File: config.mk
export PLATFORM = sky130hd
export DESIGN_NAME = uart_line_modem_control
export DESIGN_NICKNAME = d
export VERILOG_FILES = /design/src/uart_rx_store.v /design/src/uart_line_modem_control.v
export VERILOG_INCLUDE_DIRS = /design/src
export SDC_FILE = /design/constraint.sdc
export NUM_CORES = 1
export LEC_CHECK = 0
export ABC_AREA = 1
export BUFFER_PORTS_ARGS = -buffer_cell sky130_fd_sc_hd__buf_4
export CORE_MARGIN = 2
export CORE_UTILIZATION = 45
export DETAILED_ROUTE_END_ITERATION = 16
export GPL_TIMING_DRIVEN = 0
export PLACE_DENSITY = 0.59
export RECOVER_POWER = 50
export REMOVE_ABC_BUFFERS = 1
export SETUP_SLACK_MARGIN = 0.02
export SLEW_MARGIN = 20
export SYNTH_ARGS = -nofsm -noshare
export SYNTH_HDL_FRONTEND = slang
export SYNTH_SLANG_ARGS = --single-unit
File: constraint.sdc
create_clock -name mclk -period 5.7 [get_ports mclk]
set_clock_uncertainty 0.05 [all_clocks]
set_input_delay 0.57 -clock mclk [delete_from_list [all_inputs] [get_ports mclk]]
set_output_delay 0.57 -clock mclk [all_outputs]
set_load 0.01 [all_outputs]
File: src/uart_lmc_regs.vh
// Register offsets, field positions, reset values and timing counts of the line and modem control block.
// Assumes a byte-wide register port with a three-bit offset.
`ifndef UART_LMC_REGS_VH
`define UART_LMC_REGS_VH

// ----------------------------------------------------------------
// Register offsets
// ----------------------------------------------------------------
`define OFF_DATA 3'h0
`define OFF_IER 3'h1
`define OFF_EFR 3'h2
`define OFF_LCR 3'h3
`define OFF_MCR 3'h4
`define OFF_LSR 3'h5
`define OFF_MSR 3'h6
`define OFF_SPR 3'h7

// ----------------------------------------------------------------
// Field positions
// ----------------------------------------------------------------
`define LCR_PAR_EN 3
`define LCR_EVEN 4
`define LCR_FORCE 5
`define LCR_BREAK 6
`define LCR_DIV 7
`define MCR_TERM 0
`define MCR_RTS 1
`define MCR_OUT1 2
`define MCR_OUT2 3
`define MCR_LOOP 4
`define MCR_ANY 5
`define MCR_THR_EN 6
`define MCR_PRESC 7
`define EFR_ENH 4
`define IER_MODEM 3

// ----------------------------------------------------------------
// Reset values and special codes
// ----------------------------------------------------------------
`define LCR_RESET 8'h05
`define SPR_RESET 8'hFF
`define ZERO_RESET 8'h00
`define LCR_ENH_KEY 8'hBF
`define FIFO_RDY_SEL 2'h1

// ----------------------------------------------------------------
// Timing counts
// ----------------------------------------------------------------
`define PRESCALE_DIV 3'h4

`endif

File: src/uart_rx_store.v
// Small receive character store with registered read data.
// Assumes one writer and one reader on the same clock; a write to the address being read is bypassed.
`timescale 1ns/1ps

module uart_rx_store #(
    parameter WIDTH = 11,
    parameter AW = 6
) (
    input wire mclk,
    input wire we,
    input wire [AW-1:0] waddr,
    input wire [WIDTH-1:0] wdata,
    input wire [AW-1:0] raddr,
    output reg [WIDTH-1:0] rdata_q
);

    reg [WIDTH-1:0] mem [0:(1<<AW)-1];

    always @(posedge mclk) begin
        if (we) begin
            mem[waddr] <= wdata;
        end
        if (we && (waddr == raddr)) begin
            rdata_q <= wdata;
        end else begin
            rdata_q <= mem[raddr];
        end
    end

endmodule // uart_rx_store

File: src/uart_line_modem_control.v
// Line control, modem control, line status and modem status logic of one serial channel.
// Assumes a receiver and transmitter on mclk that report characters and take bytes as single-cycle pulses.
`timescale 1ns/1ps
`include "uart_lmc_regs.vh"

//Contract
// - Parity is odd or even by select bit; forced parity gives mark or space.
// - Break bit holds serial output low until software clears it.
// - Divisor-access bit redirects data register offsets to the divisor latches.
// - Modem control bit 0 drives terminal-ready pin inverted; starts high.
// - Offset 7 selects ready register, trigger level or scratchpad by bits.
// - Enhanced feature register is reached only while line control holds 0xBF.
// - Output-1 bit feeds the internal ring indicator during loopback.
// - Interrupt-output enable drives interrupt-enable output and sets output-2 low.
// - Modem control bit 4 selects internal loopback; clear means normal.
// - Resume-on-any: any character resumes; flow characters are not stored.
// - Offset 6 is threshold control when enhanced and threshold enables set.
// - Writes to modem control bits 5 to 7 need enhanced enable.
// - Prescaler bit divides the generator clock by four.
// - Line status bit 0 shows at least one received character waiting.
// - Character arriving while full sets overrun and is discarded.
// - Parity and framing flags belong to the head character.
// - Break flagged per frame of low line; one break character stored.
// - Holding-empty flag set when holding empties, cleared on host load.
// - Transmitter-empty flag only when holding and shift register empty.
// - FIFO error flag stands while any stored byte carries an error.
// - Input changes set delta flags, ring indicator only on its trailing edge; enabled modem interrupt follows.
// - Upper modem status bits show inverted pins or, in loopback, outputs.
module uart_line_modem_control #(
    parameter AW = 6
) (
    input wire mclk,
    input wire rst,
    input wire [2:0] addr,
    input wire [7:0] wdata,
    input wire wr,
    input wire rd,
    output reg [7:0] rdata_q,
    input wire rx_valid,
    input wire [7:0] rx_char,
    input wire rx_par_bit,
    input wire rx_stop_ok,
    input wire rx_is_flow_char,
    input wire tx_load,
    input wire tx_shift_busy,
    input wire tx_serial,
    input wire clear_to_send_in_n,
    input wire data_set_ready_in_n,
    input wire ring_indicator_in_n,
    input wire carrier_detect_in_n,
    output reg tx_out_q,
    output reg [7:0] tx_byte_q,
    output reg tx_parity_q,
    output reg thr_valid_q,
    output reg [7:0] line_format_q,
    output reg [15:0] divisor_q,
    output reg brg_tick_q,
    output reg tx_resume_q,
    output reg terminal_ready_n_q,
    output reg rts_n_q,
    output reg user_output_two_n_q,
    output reg int_out_q,
    output reg int_oe_q
);

    // ----------------------------------------------------------------
    // Helpers
    // ----------------------------------------------------------------
    // Parity bit for a character of the programmed length.
    function par_of;
        input [7:0] d;
        input [7:0] line_format_control;
        reg [7:0] m;
        begin
            m = d & (8'h1F | {line_format_control[1:0] == 2'h3, line_format_control[1:0] >= 2'h2, line_format_control[1:0] != 2'h0, 5'h00});
            if (line_format_control[`LCR_FORCE]) begin
                par_of = ~line_format_control[`LCR_EVEN];
            end else begin
                par_of = (^m) ^ ~line_format_control[`LCR_EVEN];
            end
        end
    endfunction

    // ----------------------------------------------------------------
    // Registers
    // ----------------------------------------------------------------
    reg [7:0] lcr_q;
    reg [7:0] mcr_q;
    reg [7:0] efr_q;
    reg [7:0] ier_q;
    reg [7:0] tcr_q;
    reg [7:0] tlr_q;
    reg [7:0] spr_q;
    reg [7:0] div_lo_q;
    reg [7:0] div_hi_q;
    reg overrun_q;
    reg thr_full_q;
    reg head_tag_en_q;
    reg break_hold_q;
    reg [3:0] delta_q;
    reg [3:0] prev_q;
    reg [1:0] presc_q;
    reg [AW:0] cnt_q;
    reg [AW:0] err_cnt_q;
    reg [AW-1:0] wr_ptr_q;
    reg [AW-1:0] rd_ptr_q;
    reg [3:0] s2_q;
    reg [3:0] s3_q;
    reg [3:0] pin_q;
    wire [10:0] head;

    wire enh_key = (lcr_q == `LCR_ENH_KEY);
    wire enh = efr_q[`EFR_ENH];
    wire loopback = mcr_q[`MCR_LOOP];
    wire sel_tcr = ~enh_key & enh & mcr_q[`MCR_THR_EN];
    wire sel_rdy = ~enh_key & ({loopback, mcr_q[`MCR_OUT1]} == `FIFO_RDY_SEL);
    wire sel_tlr = ~enh_key & ~sel_rdy & enh & mcr_q[`MCR_THR_EN];
    wire data_sel = ~lcr_q[`LCR_DIV];
    wire rx_any = (cnt_q != {(AW+1){1'b0}});
    wire full = cnt_q[AW];

    // ----------------------------------------------------------------
    // Modem inputs: synchronised, then chosen from pins or loopback
    // ----------------------------------------------------------------
    wire [3:0] pins_n = {carrier_detect_in_n, ring_indicator_in_n, data_set_ready_in_n, clear_to_send_in_n};
    reg [3:0] s1v_q;
    integer i;

    always @(posedge mclk or posedge rst) begin
        if (rst) begin
            s1v_q <= 4'hF;
            s2_q <= 4'hF;
            s3_q <= 4'hF;
            pin_q <= 4'hF;
        end else begin
            s1v_q <= pins_n;
            s2_q <= s1v_q;
            s3_q <= s2_q;
            for (i = 0; i < 4; i = i + 1) begin
                if (s2_q[i] == s3_q[i]) begin
                    pin_q[i] <= s3_q[i];
                end
            end
        end
    end

    // Loopback order is carrier, ring, data-set-ready, clear-to-send.
    wire [3:0] loop_in = {mcr_q[`MCR_OUT2], mcr_q[`MCR_OUT1], mcr_q[`MCR_TERM], mcr_q[`MCR_RTS]};
    wire [3:0] modem_in = loopback ? loop_in : ~pin_q;
    wire [7:0] msr_val = {modem_in, delta_q};

    // ----------------------------------------------------------------
    // Access decode
    // ----------------------------------------------------------------
    wire wr_data = wr & (addr == `OFF_DATA);
    wire pop = rd & (addr == `OFF_DATA) & data_sel & rx_any;
    wire rd_lsr = rd & (addr == `OFF_LSR) & ~enh_key;
    wire rd_msr = rd & (addr == `OFF_MSR) & ~enh_key & ~sel_tcr;
    wire thr_wr = wr_data & data_sel;

    // ----------------------------------------------------------------
    // Receive path
    // ----------------------------------------------------------------
    wire rx_pe = lcr_q[`LCR_PAR_EN] & (rx_par_bit != par_of(rx_char, lcr_q));
    wire rx_brk = ~rx_stop_ok & (rx_char == 8'h00) & ~rx_par_bit;
    wire rx_fe = ~rx_stop_ok & ~rx_brk;
    wire sw_flow = (efr_q[3:0] != 4'h0);
    wire rx_keep = rx_valid & ~(sw_flow & rx_is_flow_char) & ~(rx_brk & break_hold_q);
    wire push = rx_keep & ~full;
    wire push_err = rx_pe | rx_fe | rx_brk;
    wire head_err = head[10] | head[9] | head[8];
    wire [AW-1:0] raddr = pop ? rd_ptr_q + {{(AW-1){1'b0}}, 1'b1} : rd_ptr_q;
    wire [7:0] lsr_val = {err_cnt_q != {(AW+1){1'b0}}, ~thr_full_q & ~tx_shift_busy, ~thr_full_q,
                          {head[10:8] & {3{head_tag_en_q & rx_any}}}, overrun_q, rx_any};

    uart_rx_store #(
        .WIDTH(11),
        .AW(AW)
    ) u_store (
        .mclk(mclk),
        .we(push),
        .waddr(wr_ptr_q),
        .wdata({rx_brk, rx_fe, rx_pe, rx_char}),
        .raddr(raddr),
        .rdata_q(head)
    );

    always @(posedge mclk or posedge rst) begin
        if (rst) begin
            cnt_q <= {(AW+1){1'b0}};
            err_cnt_q <= {(AW+1){1'b0}};
            wr_ptr_q <= {AW{1'b0}};
            rd_ptr_q <= {AW{1'b0}};
            overrun_q <= 1'b0;
            head_tag_en_q <= 1'b0;
            break_hold_q <= 1'b0;
        end else begin
            if (push) begin
                wr_ptr_q <= wr_ptr_q + {{(AW-1){1'b0}}, 1'b1};
            end
            if (pop) begin
                rd_ptr_q <= raddr;
            end
            if (push & ~pop) begin
                cnt_q <= cnt_q + {{AW{1'b0}}, 1'b1};
            end else if (pop & ~push) begin
                cnt_q <= cnt_q - {{AW{1'b0}}, 1'b1};
            end
            if ((push & push_err) & ~(pop & head_err)) begin
                err_cnt_q <= err_cnt_q + {{AW{1'b0}}, 1'b1};
            end else if ((pop & head_err) & ~(push & push_err)) begin
                err_cnt_q <= err_cnt_q - {{AW{1'b0}}, 1'b1};
            end
            if (rx_valid & full) begin
                overrun_q <= 1'b1;
            end else if (rd_lsr) begin
                overrun_q <= 1'b0;
            end
            if (pop | (push & ~rx_any)) begin
                head_tag_en_q <= 1'b1;
            end else if (rd_lsr) begin
                head_tag_en_q <= 1'b0;
            end
            if (rx_valid) begin
                break_hold_q <= rx_brk;
            end
        end
    end

    // ----------------------------------------------------------------
    // Control registers
    // ----------------------------------------------------------------
    always @(posedge mclk or posedge rst) begin
        if (rst) begin
            lcr_q <= `LCR_RESET;
            mcr_q <= `ZERO_RESET;
            efr_q <= `ZERO_RESET;
            ier_q <= `ZERO_RESET;
            tcr_q <= `ZERO_RESET;
            tlr_q <= `ZERO_RESET;
            spr_q <= `SPR_RESET;
            div_lo_q <= `ZERO_RESET;
            div_hi_q <= `ZERO_RESET;
        end else if (wr) begin
            case (addr)
                `OFF_DATA: begin
                    if (~data_sel) begin
                        div_lo_q <= wdata;
                    end
                end
                `OFF_IER: begin
                    if (~data_sel) begin
                        div_hi_q <= wdata;
                    end else begin
                        ier_q <= wdata;
                    end
                end
                `OFF_EFR: begin
                    if (enh_key) begin
                        efr_q <= wdata;
                    end
                end
                `OFF_LCR: begin
                    lcr_q <= wdata;
                end
                `OFF_MCR: begin
                    if (~enh_key) begin
                        mcr_q[4:0] <= wdata[4:0];
                        if (enh) begin
                            mcr_q[7:5] <= wdata[7:5];
                        end
                    end
                end
                `OFF_MSR: begin
                    if (sel_tcr) begin
                        tcr_q <= wdata;
                    end
                end
                `OFF_SPR: begin
                    if (sel_tlr) begin
                        tlr_q <= wdata;
                    end else if (~sel_rdy & ~enh_key) begin
                        spr_q <= wdata;
                    end
                end
                default: begin
                end
            endcase
        end
    end

    // ----------------------------------------------------------------
    // Transmit holding and modem status
    // ----------------------------------------------------------------
    always @(posedge mclk or posedge rst) begin
        if (rst) begin
            thr_full_q <= 1'b0;
            tx_byte_q <= 8'h00;
            delta_q <= 4'h0;
            prev_q <= 4'h0;
        end else begin
            if (thr_wr) begin
                thr_full_q <= 1'b1;
                tx_byte_q <= wdata;
            end else if (tx_load) begin
                thr_full_q <= 1'b0;
            end
            prev_q <= modem_in;
            // A change in the same cycle as the read stays flagged.
            delta_q[0] <= (modem_in[0] != prev_q[0]) | (delta_q[0] & ~rd_msr);
            delta_q[1] <= (modem_in[1] != prev_q[1]) | (delta_q[1] & ~rd_msr);
            delta_q[2] <= (prev_q[2] & ~modem_in[2]) | (delta_q[2] & ~rd_msr);
            delta_q[3] <= (modem_in[3] != prev_q[3]) | (delta_q[3] & ~rd_msr);
        end
    end

    // ----------------------------------------------------------------
    // Read data
    // ----------------------------------------------------------------
    always @(posedge mclk or posedge rst) begin
        if (rst) begin
            rdata_q <= 8'h00;
        end else if (rd) begin
            case (addr)
                `OFF_DATA: rdata_q <= data_sel ? head[7:0] : div_lo_q;
                `OFF_IER: rdata_q <= data_sel ? ier_q : div_hi_q;
                `OFF_EFR: rdata_q <= enh_key ? efr_q : 8'h00;
                `OFF_LCR: rdata_q <= lcr_q;
                `OFF_MCR: rdata_q <= enh_key ? 8'h00 : mcr_q;
                `OFF_LSR: rdata_q <= enh_key ? 8'h00 : lsr_val;
                `OFF_MSR: rdata_q <= enh_key ? 8'h00 : (sel_tcr ? tcr_q : msr_val);
                `OFF_SPR: begin
                    if (enh_key) begin
                        rdata_q <= 8'h00;
                    end else if (sel_rdy) begin
                        rdata_q <= {6'h00, ~thr_full_q, rx_any};
                    end else if (sel_tlr) begin
                        rdata_q <= tlr_q;
                    end else begin
                        rdata_q <= spr_q;
                    end
                end
                default: rdata_q <= 8'h00;
            endcase
        end
    end

    // ----------------------------------------------------------------
    // Outputs
    // ----------------------------------------------------------------
    always @(posedge mclk or posedge rst) begin
        if (rst) begin
            tx_out_q <= 1'b1;
            tx_parity_q <= 1'b0;
            thr_valid_q <= 1'b0;
            line_format_q <= `LCR_RESET;
            divisor_q <= 16'h0000;
            brg_tick_q <= 1'b0;
            presc_q <= 2'h0;
            tx_resume_q <= 1'b0;
            terminal_ready_n_q <= 1'b1;
            rts_n_q <= 1'b1;
            user_output_two_n_q <= 1'b1;
            int_out_q <= 1'b0;
            int_oe_q <= 1'b0;
        end else begin
            tx_out_q <= lcr_q[`LCR_BREAK] ? 1'b0 : tx_serial;
            tx_parity_q <= par_of(tx_byte_q, lcr_q);
            thr_valid_q <= thr_full_q;
            line_format_q <= lcr_q;
            divisor_q <= {div_hi_q, div_lo_q};
            if (mcr_q[`MCR_PRESC]) begin
                presc_q <= presc_q + 2'h1;
                brg_tick_q <= (presc_q == `PRESCALE_DIV - 3'h1);
            end else begin
                presc_q <= 2'h0;
                brg_tick_q <= 1'b1;
            end
            tx_resume_q <= mcr_q[`MCR_ANY] & rx_valid;
            terminal_ready_n_q <= ~mcr_q[`MCR_TERM];
            rts_n_q <= ~mcr_q[`MCR_RTS];
            user_output_two_n_q <= ~mcr_q[`MCR_OUT2];
            int_oe_q <= mcr_q[`MCR_OUT2];
            int_out_q <= ier_q[`IER_MODEM] & (delta_q != 4'h0);
        end
    end

endmodule // uart_line_modem_control

======== Word level (Yosys, flattened, before mapping) ========
Memory sizes are Yosys's and may differ from the RTL's. A register that Yosys moved wholly into a read port is not among the register bits.
Index checks and enable logic that the tools add are counted.
storage, ports and cells
  input bits .............................. 34
  logic and storage cells ................. 204
  bits in writable memories ............... 704
  output and inout port bits .............. 50
  memories kept ........................... 1
  register bits after elaboration ......... 178
operators by class
  $lt $le $gt $ge ......................... 1
  reductions and logical operators ........ 24
  $add $sub $neg .......................... 7
  equal/unequal tests ..................... 19
  bitwise logic cells ..................... 81
  muxes and demuxes ....................... 29
memories
  name         depth  bits a word  rd ports  clocked after memory_dff  wr ports  RTL line            RTL
  u_store.mem  64     11           1         1                         1         uart_rx_store.v:17  reg [WIDTH-1:0] mem [0:(1<<AW)-1];
operator list
  cell                 count
  $mux 8               10
  $pmux 8 s8           1
  $and 1x1->1          42
  $mux 7               4
  $not 1->1            24
  $reduce_and 3->1     7
  $and 8x8->8          2
  $reduce_xor 8->1     2
  $add 7x1->7 const B  2
  $reduce_bool 7->1    2
  $sub 7x1->7 const B  2
  $add 6x1->6 const B  2
  $eq 3x3->1 const B   4
  $reduce_bool 2->1    6
  $mux 1               11
  $or 1x1->1           9
  $eq 8x8->1 const B   1
  $logic_not 8->1      1
  $reduce_and 4->1     2
  $reduce_bool 4->1    2
  $eq 3x2->1 const B   2
  $mux 6               1
  $eq 1x1->1           4
  $eq 2x2->1 const B   2
  other kinds (12)     16

======== Longest topological paths before layout ========
Gate-level depths: netlist of run 1.
  depth after elaboration ................. 14
  gate-level depth with buffers ........... 27
  depth with buffers taken out ............ 24

======== Hierarchy ========
Synthesis of run 1 repeated with hierarchy kept, for this count alone.
second synthesis, totals
  cells, all modules ...................... 3,350
  area, all modules ....................... 36,812.8 µm²
modules (own cells, without submodules)
  module                   area an instance (µm²)  times used  sequential area each (µm²)  cells each
  uart_rx_store            28,725.0                1           21,260.4                    2,441
  uart_line_modem_control  8,087.8                 1           4,494.3                     909

======== Least setup slack after synthesis of run 1 ========
OpenSTA, ideal clock, no wires.
  path type ............................... input -> register
  start ................................... input rx_char[2]
  end ..................................... register cnt_q[6]
  data arrival time ....................... 5.740 ns
  data required time ...................... 5.571 ns
  stages .................................. 19
  path slack .............................. -0.169 ns
  cell sequence ........................... inv_1 ha_1 nand4_1 nor3_1 nand2_1 nand2_4 inv_1 ha_1 inv_1 ha_1 nand2_1 nand2_1 a21oi_1 or2_2 nand2_1 a21oi_1 o21ai_0 a21oi_1 xor2_1
on the way
  longest elaborated chain between the ends .. 10
ends and longest elaborated chain
  item                          RTL line                       RTL
  from (decl)                   uart_line_modem_control.v:40   input wire [7:0] rx_char,
  $logic_not 8->1 (*)           uart_line_modem_control.v:165  wire rx_brk = ~rx_stop_ok & (rx_char == 8'h00) & ~rx_par_bit;
  $and 1x1->1 (*) (2 in a row)  uart_line_modem_control.v:165
  via rx_brk                    uart_line_modem_control.v:165
  $and 1x1->1 (*)               uart_line_modem_control.v:168  wire rx_keep = rx_valid & ~(sw_flow & rx_is_flow_char) & ~(rx_brk & break_hold_q);
  $not 1->1 (*)                 uart_line_modem_control.v:168
  $and 1x1->1 (*)               uart_line_modem_control.v:168
  $and 1x1->1 (*)               uart_line_modem_control.v:169  wire push = rx_keep & ~full;
  via push                      uart_line_modem_control.v:169
  $not 1->1                     uart_line_modem_control.v:206  end else if (pop & ~push) begin
  $and 1x1->1                   uart_line_modem_control.v:206
  $reduce_bool 2->1 (no line)   --
  to (signal assigned)          uart_line_modem_control.v:190  cnt_q <= {(AW+1){1'b0}};
  to (signal assigned)          uart_line_modem_control.v:205  cnt_q <= cnt_q + {{AW{1'b0}}, 1'b1};
  to (signal assigned)          uart_line_modem_control.v:207  cnt_q <= cnt_q - {{AW{1'b0}}, 1'b1};
  to (decl)                     uart_line_modem_control.v:103  reg [AW:0] cnt_q;
The timed path passes the listed nets; every way through them passes the cells marked *.
A chain may end at the register's enable or synchronous reset.

==> results.toml, run 1 <==
[outcome]
status = "finished, violations left"
violations = "max-capacitance violations, max-slew violations"

[final_layout]
mostFrequentLayoutCell = "nand2_1"
antennaDiodeCount = 0
syn_to_final_growth_pct = 12.5
final-instance-count-excl-fill = 4366
multi_input_area_um2 = 9460
fillers = 6946
layout-drive-gt1-share = 0.0901
nNetsFinal = 3287
regArea_um2 = 25800
final_cell_mix = "nand2_1, edfxtp_1, nand3_1"

[placed_design]
dp_hpwl_um = 54800
gp_congestion = 0.879
dp.cells = 4192
numPortBuffers = 83
place_ws_ps = 279

[timing]
tightest_slew_ps = 3370
post-route-period-util = 0.921
fmax_mhz = 190
setup_viol = 0
rsz0062_at_grt = "no"
finalCriticalPeriod_ps = 5250
slew_violations = 142
hold_viol_final = 0
setup_slack_ps = 450
max-slew-margin-rel = -1.26

[floorplan]
dieWidth_um = 289
design.die.area_um2 = 83400
fp.dieH_um = 289
start_util = 0.454
ios = 84
coreArea_um2 = 80400
rows = 104

[cts]
tritoncts = "built"
cts-root-buf = "clkbuf_16"
cts_buffers = 94
h-tree-depth = 3
post_cts_buffers = 0
cts_sinks = 888
clk_pin_slew_worst_paths_ps = 60
worstSkewPairLatency_ps = 660
clock_path_buffers = 3

[logic_synthesis]
ys.flop_type = "edfxtp_1"
yosys_register_bits = 888
yosysTopAreaCell = "edfxtp_1"
syn_area_per_cell_um2 = 11.4
synth-seq-area-share = 0.706
synth_cell_types = 50
synthTopCellsByArea = "edfxtp_1, dfrtp_1, nand2_1, nand3_1, o21ai_0"
netlist_area_um2 = 36500
synth_cells = 3195
yosys.area.top_type_share = 0.579
synth_edf_count = 704
yosysWarningCount = 0
synthArstFlopShare = 0.200

[pwr]
power.density_nw_per_um2 = 487
peakVddDrop_uv = 458
p_leak_nw = 15.2

[drt]
vias = 24300
routed_via_density = 5.56
drc = 0
ant_nets = 0
drt_iter0_markers = 2401
post_drt_wl_per_cell_um = 21.4
dr.pass1.iters = 5
wirelength_um = 93500

[grt]
grt_max_degree = 175
grt_pass1_wl_um = 141000
grt_pass1_vias = 23300
track_usage = 0.224
grt_antenna_before_repair = 0
grt.overflow.total = 0

[worst_setup_path]
worstSetupEndpointType = "flip-flop"
startpoint_type = "flip-flop"
cp_data_arrival_time_ps = 5780
crit_type = "flip-flop to flip-flop"
crit_required_ps = 6230
cp_max_fo = 174
regToRegSetupSlack_ps = 450

[run]
maxCapViolCount = 3

[min_path]
hold_class = "primary input to flip-flop"
## registers in the layout, summed over array words and instances (netlist names), 6 cells and up, named ones only
name and cells:
rdata_q 8, spr_q 8, err_cnt_q 7, tx_byte_q 8
cnt_q 7, div_hi_q 8, wr_ptr_q 6, lcr_q 8
rd_ptr_q 6, mcr_q 8, u_store.mem 704, tcr_q 8
line_format_q 8, div_lo_q 8, ier_q 8, tlr_q 8
divisor_q 16, efr_q 8
## critical path, stage by stage, from the launching register on
cell     delay [ps]
dfxtp_4         540
buf_16          300
inv_16          210
buf_16          340
nand2_1         210
nand3_1          90
nand3_1         150
nand2_1          70
nand2_1         120
nand3_1         100
nand3_1         210
nand2_1         180
o31ai_2         430
ha_1            270
inv_1           160
ha_1            370
a21o_1          180
a31oi_1         180
nor2_1           90
o21ai_0         150
nand2_1         100
o21ai_0         200
a21oi_1          60
nor2_1          100
## area by class of cell
| cell class | count | share of cell area |
|---|---|---|
| clock inverter | 43 | 0.0104 |
| multi-input combinational | 2017 | 0.230 |
| tap | 1060 | 0.0323 |
| sequential | 888 | 0.628 |
| clock buffer | 126 | 0.0640 |
| inverter | 117 | 0.0116 |
| timing repair buffer | 115 | 0.0236 |
## synthesized netlist by cell type (6+ instances only)
| library cell | count |
|---|---|
| o21ai_1 | 44 |
| buf_2 | 64 |
| nor2_1 | 277 |
| o21ai_0 | 233 |
| dfstp_2 | 32 |
| xor2_1 | 20 |
| dfrtp_1 | 146 |
| inv_2 | 9 |
| nor3_1 | 9 |
| inv_1 | 104 |
| o211ai_1 | 8 |
| buf_4 | 36 |
| or2_2 | 6 |
| nand3_1 | 444 |
| nand3_2 | 8 |
| o22ai_1 | 77 |
| nand2_1 | 781 |
| ha_1 | 18 |
| buf_6 | 8 |
| dfxtp_1 | 6 |
| xnor2_1 | 12 |
| a21oi_1 | 38 |
| clkbuf_1 | 49 |
| edfxtp_1 | 704 |
| buf_1 | 16 |
## layer usage
layer / part of all wire / vias to the layer above / global-route usage / wire length, um
li1: - / 11200 / - / -
met1: 0.43 / 12000 / 0.308 / 39800
met2: 0.48 / 823 / 0.365 / 45300
met3: 0.063 / 146 / 0.0335 / 5910
met4: 0.027 / 0 / 0.0756 / 2550
met5: 0 / - / 0 / 0
## logic make-up after synthesis
family / share of synthesized area
AO/OA/AOI/OAI: 0.0608
XOR/XNOR: 0.00768
adder cells (fa/ha/maj): 0.00837
buffers and inverters: 0.0375
flip-flops: 0.706
AND/OR/NAND/NOR: 0.180
## through the flow
step	hold WS [ps]	setup TNS, ps	cell area, um2	total power [mW]	utilization
3_5_place_dp	297	0	38200	14.1	0.474
5_1_grt	39.1	0	41100	21.0	0.511
3_3_place_gp	295	-4505640	37500	13.5	0.466
4_1_cts	12.6	0	41300	20.1	0.513
6_report	47.8	0	41100	20.0	0.511
2_1_floorplan	295	-90620	35600	11.9	-
## report_power, final
group | total (mW) | switching, mW | internal [mW]
clock network | 6.03 | 2.47 | 3.56
registers | 7.88 | 0.416 | 7.46
logic | 6.11 | 4.31 | 1.79
## final timing paths
kind / startpoint / end / cells after the start
hold reg to reg: s1v_q[0]$_DFF_PP1_ / s2_q[0]$_DFF_PP1_ / 0
setup reg to reg: flip-flop / err_cnt_q[5]$_DFFE_PP0P_ / 23
hold / removal: tx_serial / tx_out_q$_DFF_PP1_ / 3
max in group asynchronous: rst / tcr_q[5]$_DFFE_PP0P_ / 3
min in group asynchronous: rst / line_format_q[7]$_DFF_PP0_ / 3
setup / recovery: flip-flop / err_cnt_q[5]$_DFFE_PP0P_ / 23
## timing repair
item	in CTS	in global routing
hold endpoints to repair	66	0
hold buffers	5	0
setup endpoints to repair	0	2
gates resized for setup	0	1
Note: power is estimated with default switching activity, not from simulation.
==> run 2: changes to the inputs <==
PLACE_DENSITY = not set   (was 0.59)
PLACE_DENSITY_LB_ADDON = 0.08   (was not set)
SKIP_CTS_REPAIR_TIMING = 1   (was not set)
==> results.toml, run 2 (same netlist as run 1, synthesis figures left out) <==
[outcome]
status = "finished, violations left"
violations = "max-capacitance violations, max-slew violations"

[cts]
h-tree-depth = 3
clk_pin_slew_worst_paths_ps = 60
clock_path_buffers = 3
cts_buffers = 93
cts-root-buf = "clkbuf_16"
worstSkewPairLatency_ps = 650
tritoncts = "built"
cts_sinks = 888

[final_layout]
top_regs = "u_store.mem (704), divisor_q (16)"
mostFrequentLayoutCell = "nand2_1"
antennaDiodeCount = 0
largest_register_ffs = 704
largest_register = "u_store.mem"
syn_to_final_growth_pct = 13.4
fillers = 7024
final_cell_mix = "nand2_1, edfxtp_1, nand3_1"
multi_input_area_um2 = 9520
regArea_um2 = 25800
nNetsFinal = 3302
layout-drive-gt1-share = 0.0984
final_core_util = 0.514
fin_area_um2 = 41400
final-instance-count-excl-fill = 4384

[floorplan]
design.die.area_um2 = 83400
fp.dieH_um = 289
coreArea_um2 = 80400
ios = 84
dieWidth_um = 289
rows = 104
start_util = 0.454

[pwr]
power.density_nw_per_um2 = 494
peakVddDrop_uv = 291
clockPowerShare = 0.289
seqPwrFrac = 0.384
intPower_mw = 12.9
netSwitchingFraction = 0.368
power_frac_comb = 0.326
switching_power_mw = 7.52
total_power_mw = 20.4
p_leak_nw = 15.3

[worst_setup_path]
max_stage_delay_ps = 460
crit_buf_inv = 8
cp_max_fo = 51
cp_data_arrival_time_ps = 5810
regToRegSetupSlack_ps = 350
path_common_cell = "nand2_1"
cp_slowest_cell = "o31ai_4"
crit_type = "flip-flop to flip-flop"
path_delay_family = "buffers and inverters"
startpoint_type = "flip-flop"
worstSetupEndpointType = "flip-flop"
crit_required_ps = 6170

[timing]
finalSetupTns_ps = 0
post-route-period-util = 0.938
setup_viol = 0
slew_violations = 76
max-slew-margin-rel = -1.26
fmax_mhz = 187
hold_viol_final = 0
setup_slack_ps = 352
rsz0062_at_grt = "no"
finalCriticalPeriod_ps = 5350
tightest_slew_ps = 3370
hold_ws_ps = 47.2

[grt]
grt.overflow.total = 0
grt_max_degree = 200
grt_pass1_vias = 23100
track_usage = 0.233
grt_pass1_wl_um = 145000
grt_antenna_before_repair = 0

[drt]
drt_iter0_markers = 2206
dr.pass1.iters = 6
post_drt_wl_per_cell_um = 23.3
vias = 24500
wirelength_um = 102000
drc = 0
routed_via_density = 5.59
ant_nets = 0

[placed_design]
dp_hpwl_um = 56700
place_ws_ps = -855
dpl_cell_area_um2 = 38300
gp_congestion = 0.839
numPortBuffers = 83
dp.cells = 4195

[run]
maxCapViolCount = 1

[min_path]
hold_class = "primary input to flip-flop"
-- run 2: cell types whose count changed in the layout (fill, tap and decap cells not counted), moves of 3 or more --
cell / delta
nor2_1: -17
clkbuf_16: +9
inv_6: -3
nor2_2: +17
clkinv_1: +9
clkinv_2: +3
-- run 2: worst paths after layout --
path / start / endpoint / cells after the start
max in group asynchronous: rst / rd_ptr_q[5]$_DFFE_PP0P_ / 3
min in group asynchronous: rst / presc_q[1]$_DFF_PP0_ / 3
setup / recovery: flip-flop / err_cnt_q[6]$_DFFE_PP0P_ / 29
hold / removal: tx_load / thr_full_q$_DFFE_PP0P_ / 2
setup reg to reg: flip-flop / err_cnt_q[6]$_DFFE_PP0P_ / 29
hold reg to reg: s1v_q[1]$_DFF_PP1_ / s2_q[1]$_DFF_PP1_ / 0
-- run 2: worst reg2reg max path: cells and delay by family, from the launching register on --
kind	cells	cell delay (ps)
adders and majority gates	2	720
AOI/OAI and AO/OA	3	800
DFF	1	440
xor gates and xnor gates	1	140
and+or+nand+nor	15	1510
buffers and inverters	8	1580
-- run 2: layout make-up --
class / instances / area share
timing repair buffer: 129 / 0.0312
clock buffer: 125 / 0.0627
timing repair inverter: 2 / 0.000544
clock inverter: 46 / 0.00868
multi-input combinational: 2017 / 0.230
inverter: 117 / 0.0118
sequential: 888 / 0.623
tap: 1060 / 0.0321
-- run 2: routing by layer --
metal  vias to the layer above  track usage  share of wire
met2                       799        0.380           0.48
met5                         -            0              0
li1                      11300            -              -
met3                       156       0.0288          0.059
met1                     12300        0.329           0.44
met4                         0       0.0682          0.026
-- run 2: power groups by stage --
| stage | Clock (mW) | Sequential [mW] | Combinational, mW |
|---|---|---|---|
| floorplan | 0 | 8.25 | 3.61 |
| global placement | 0 | 8.53 | 4.90 |
| detailed placement | 0 | 7.97 | 6.29 |
| CTS | 6.00 | 7.84 | 6.30 |
| global route | 6.27 | 7.89 | 7.29 |
| finish | 5.91 | 7.84 | 6.66 |
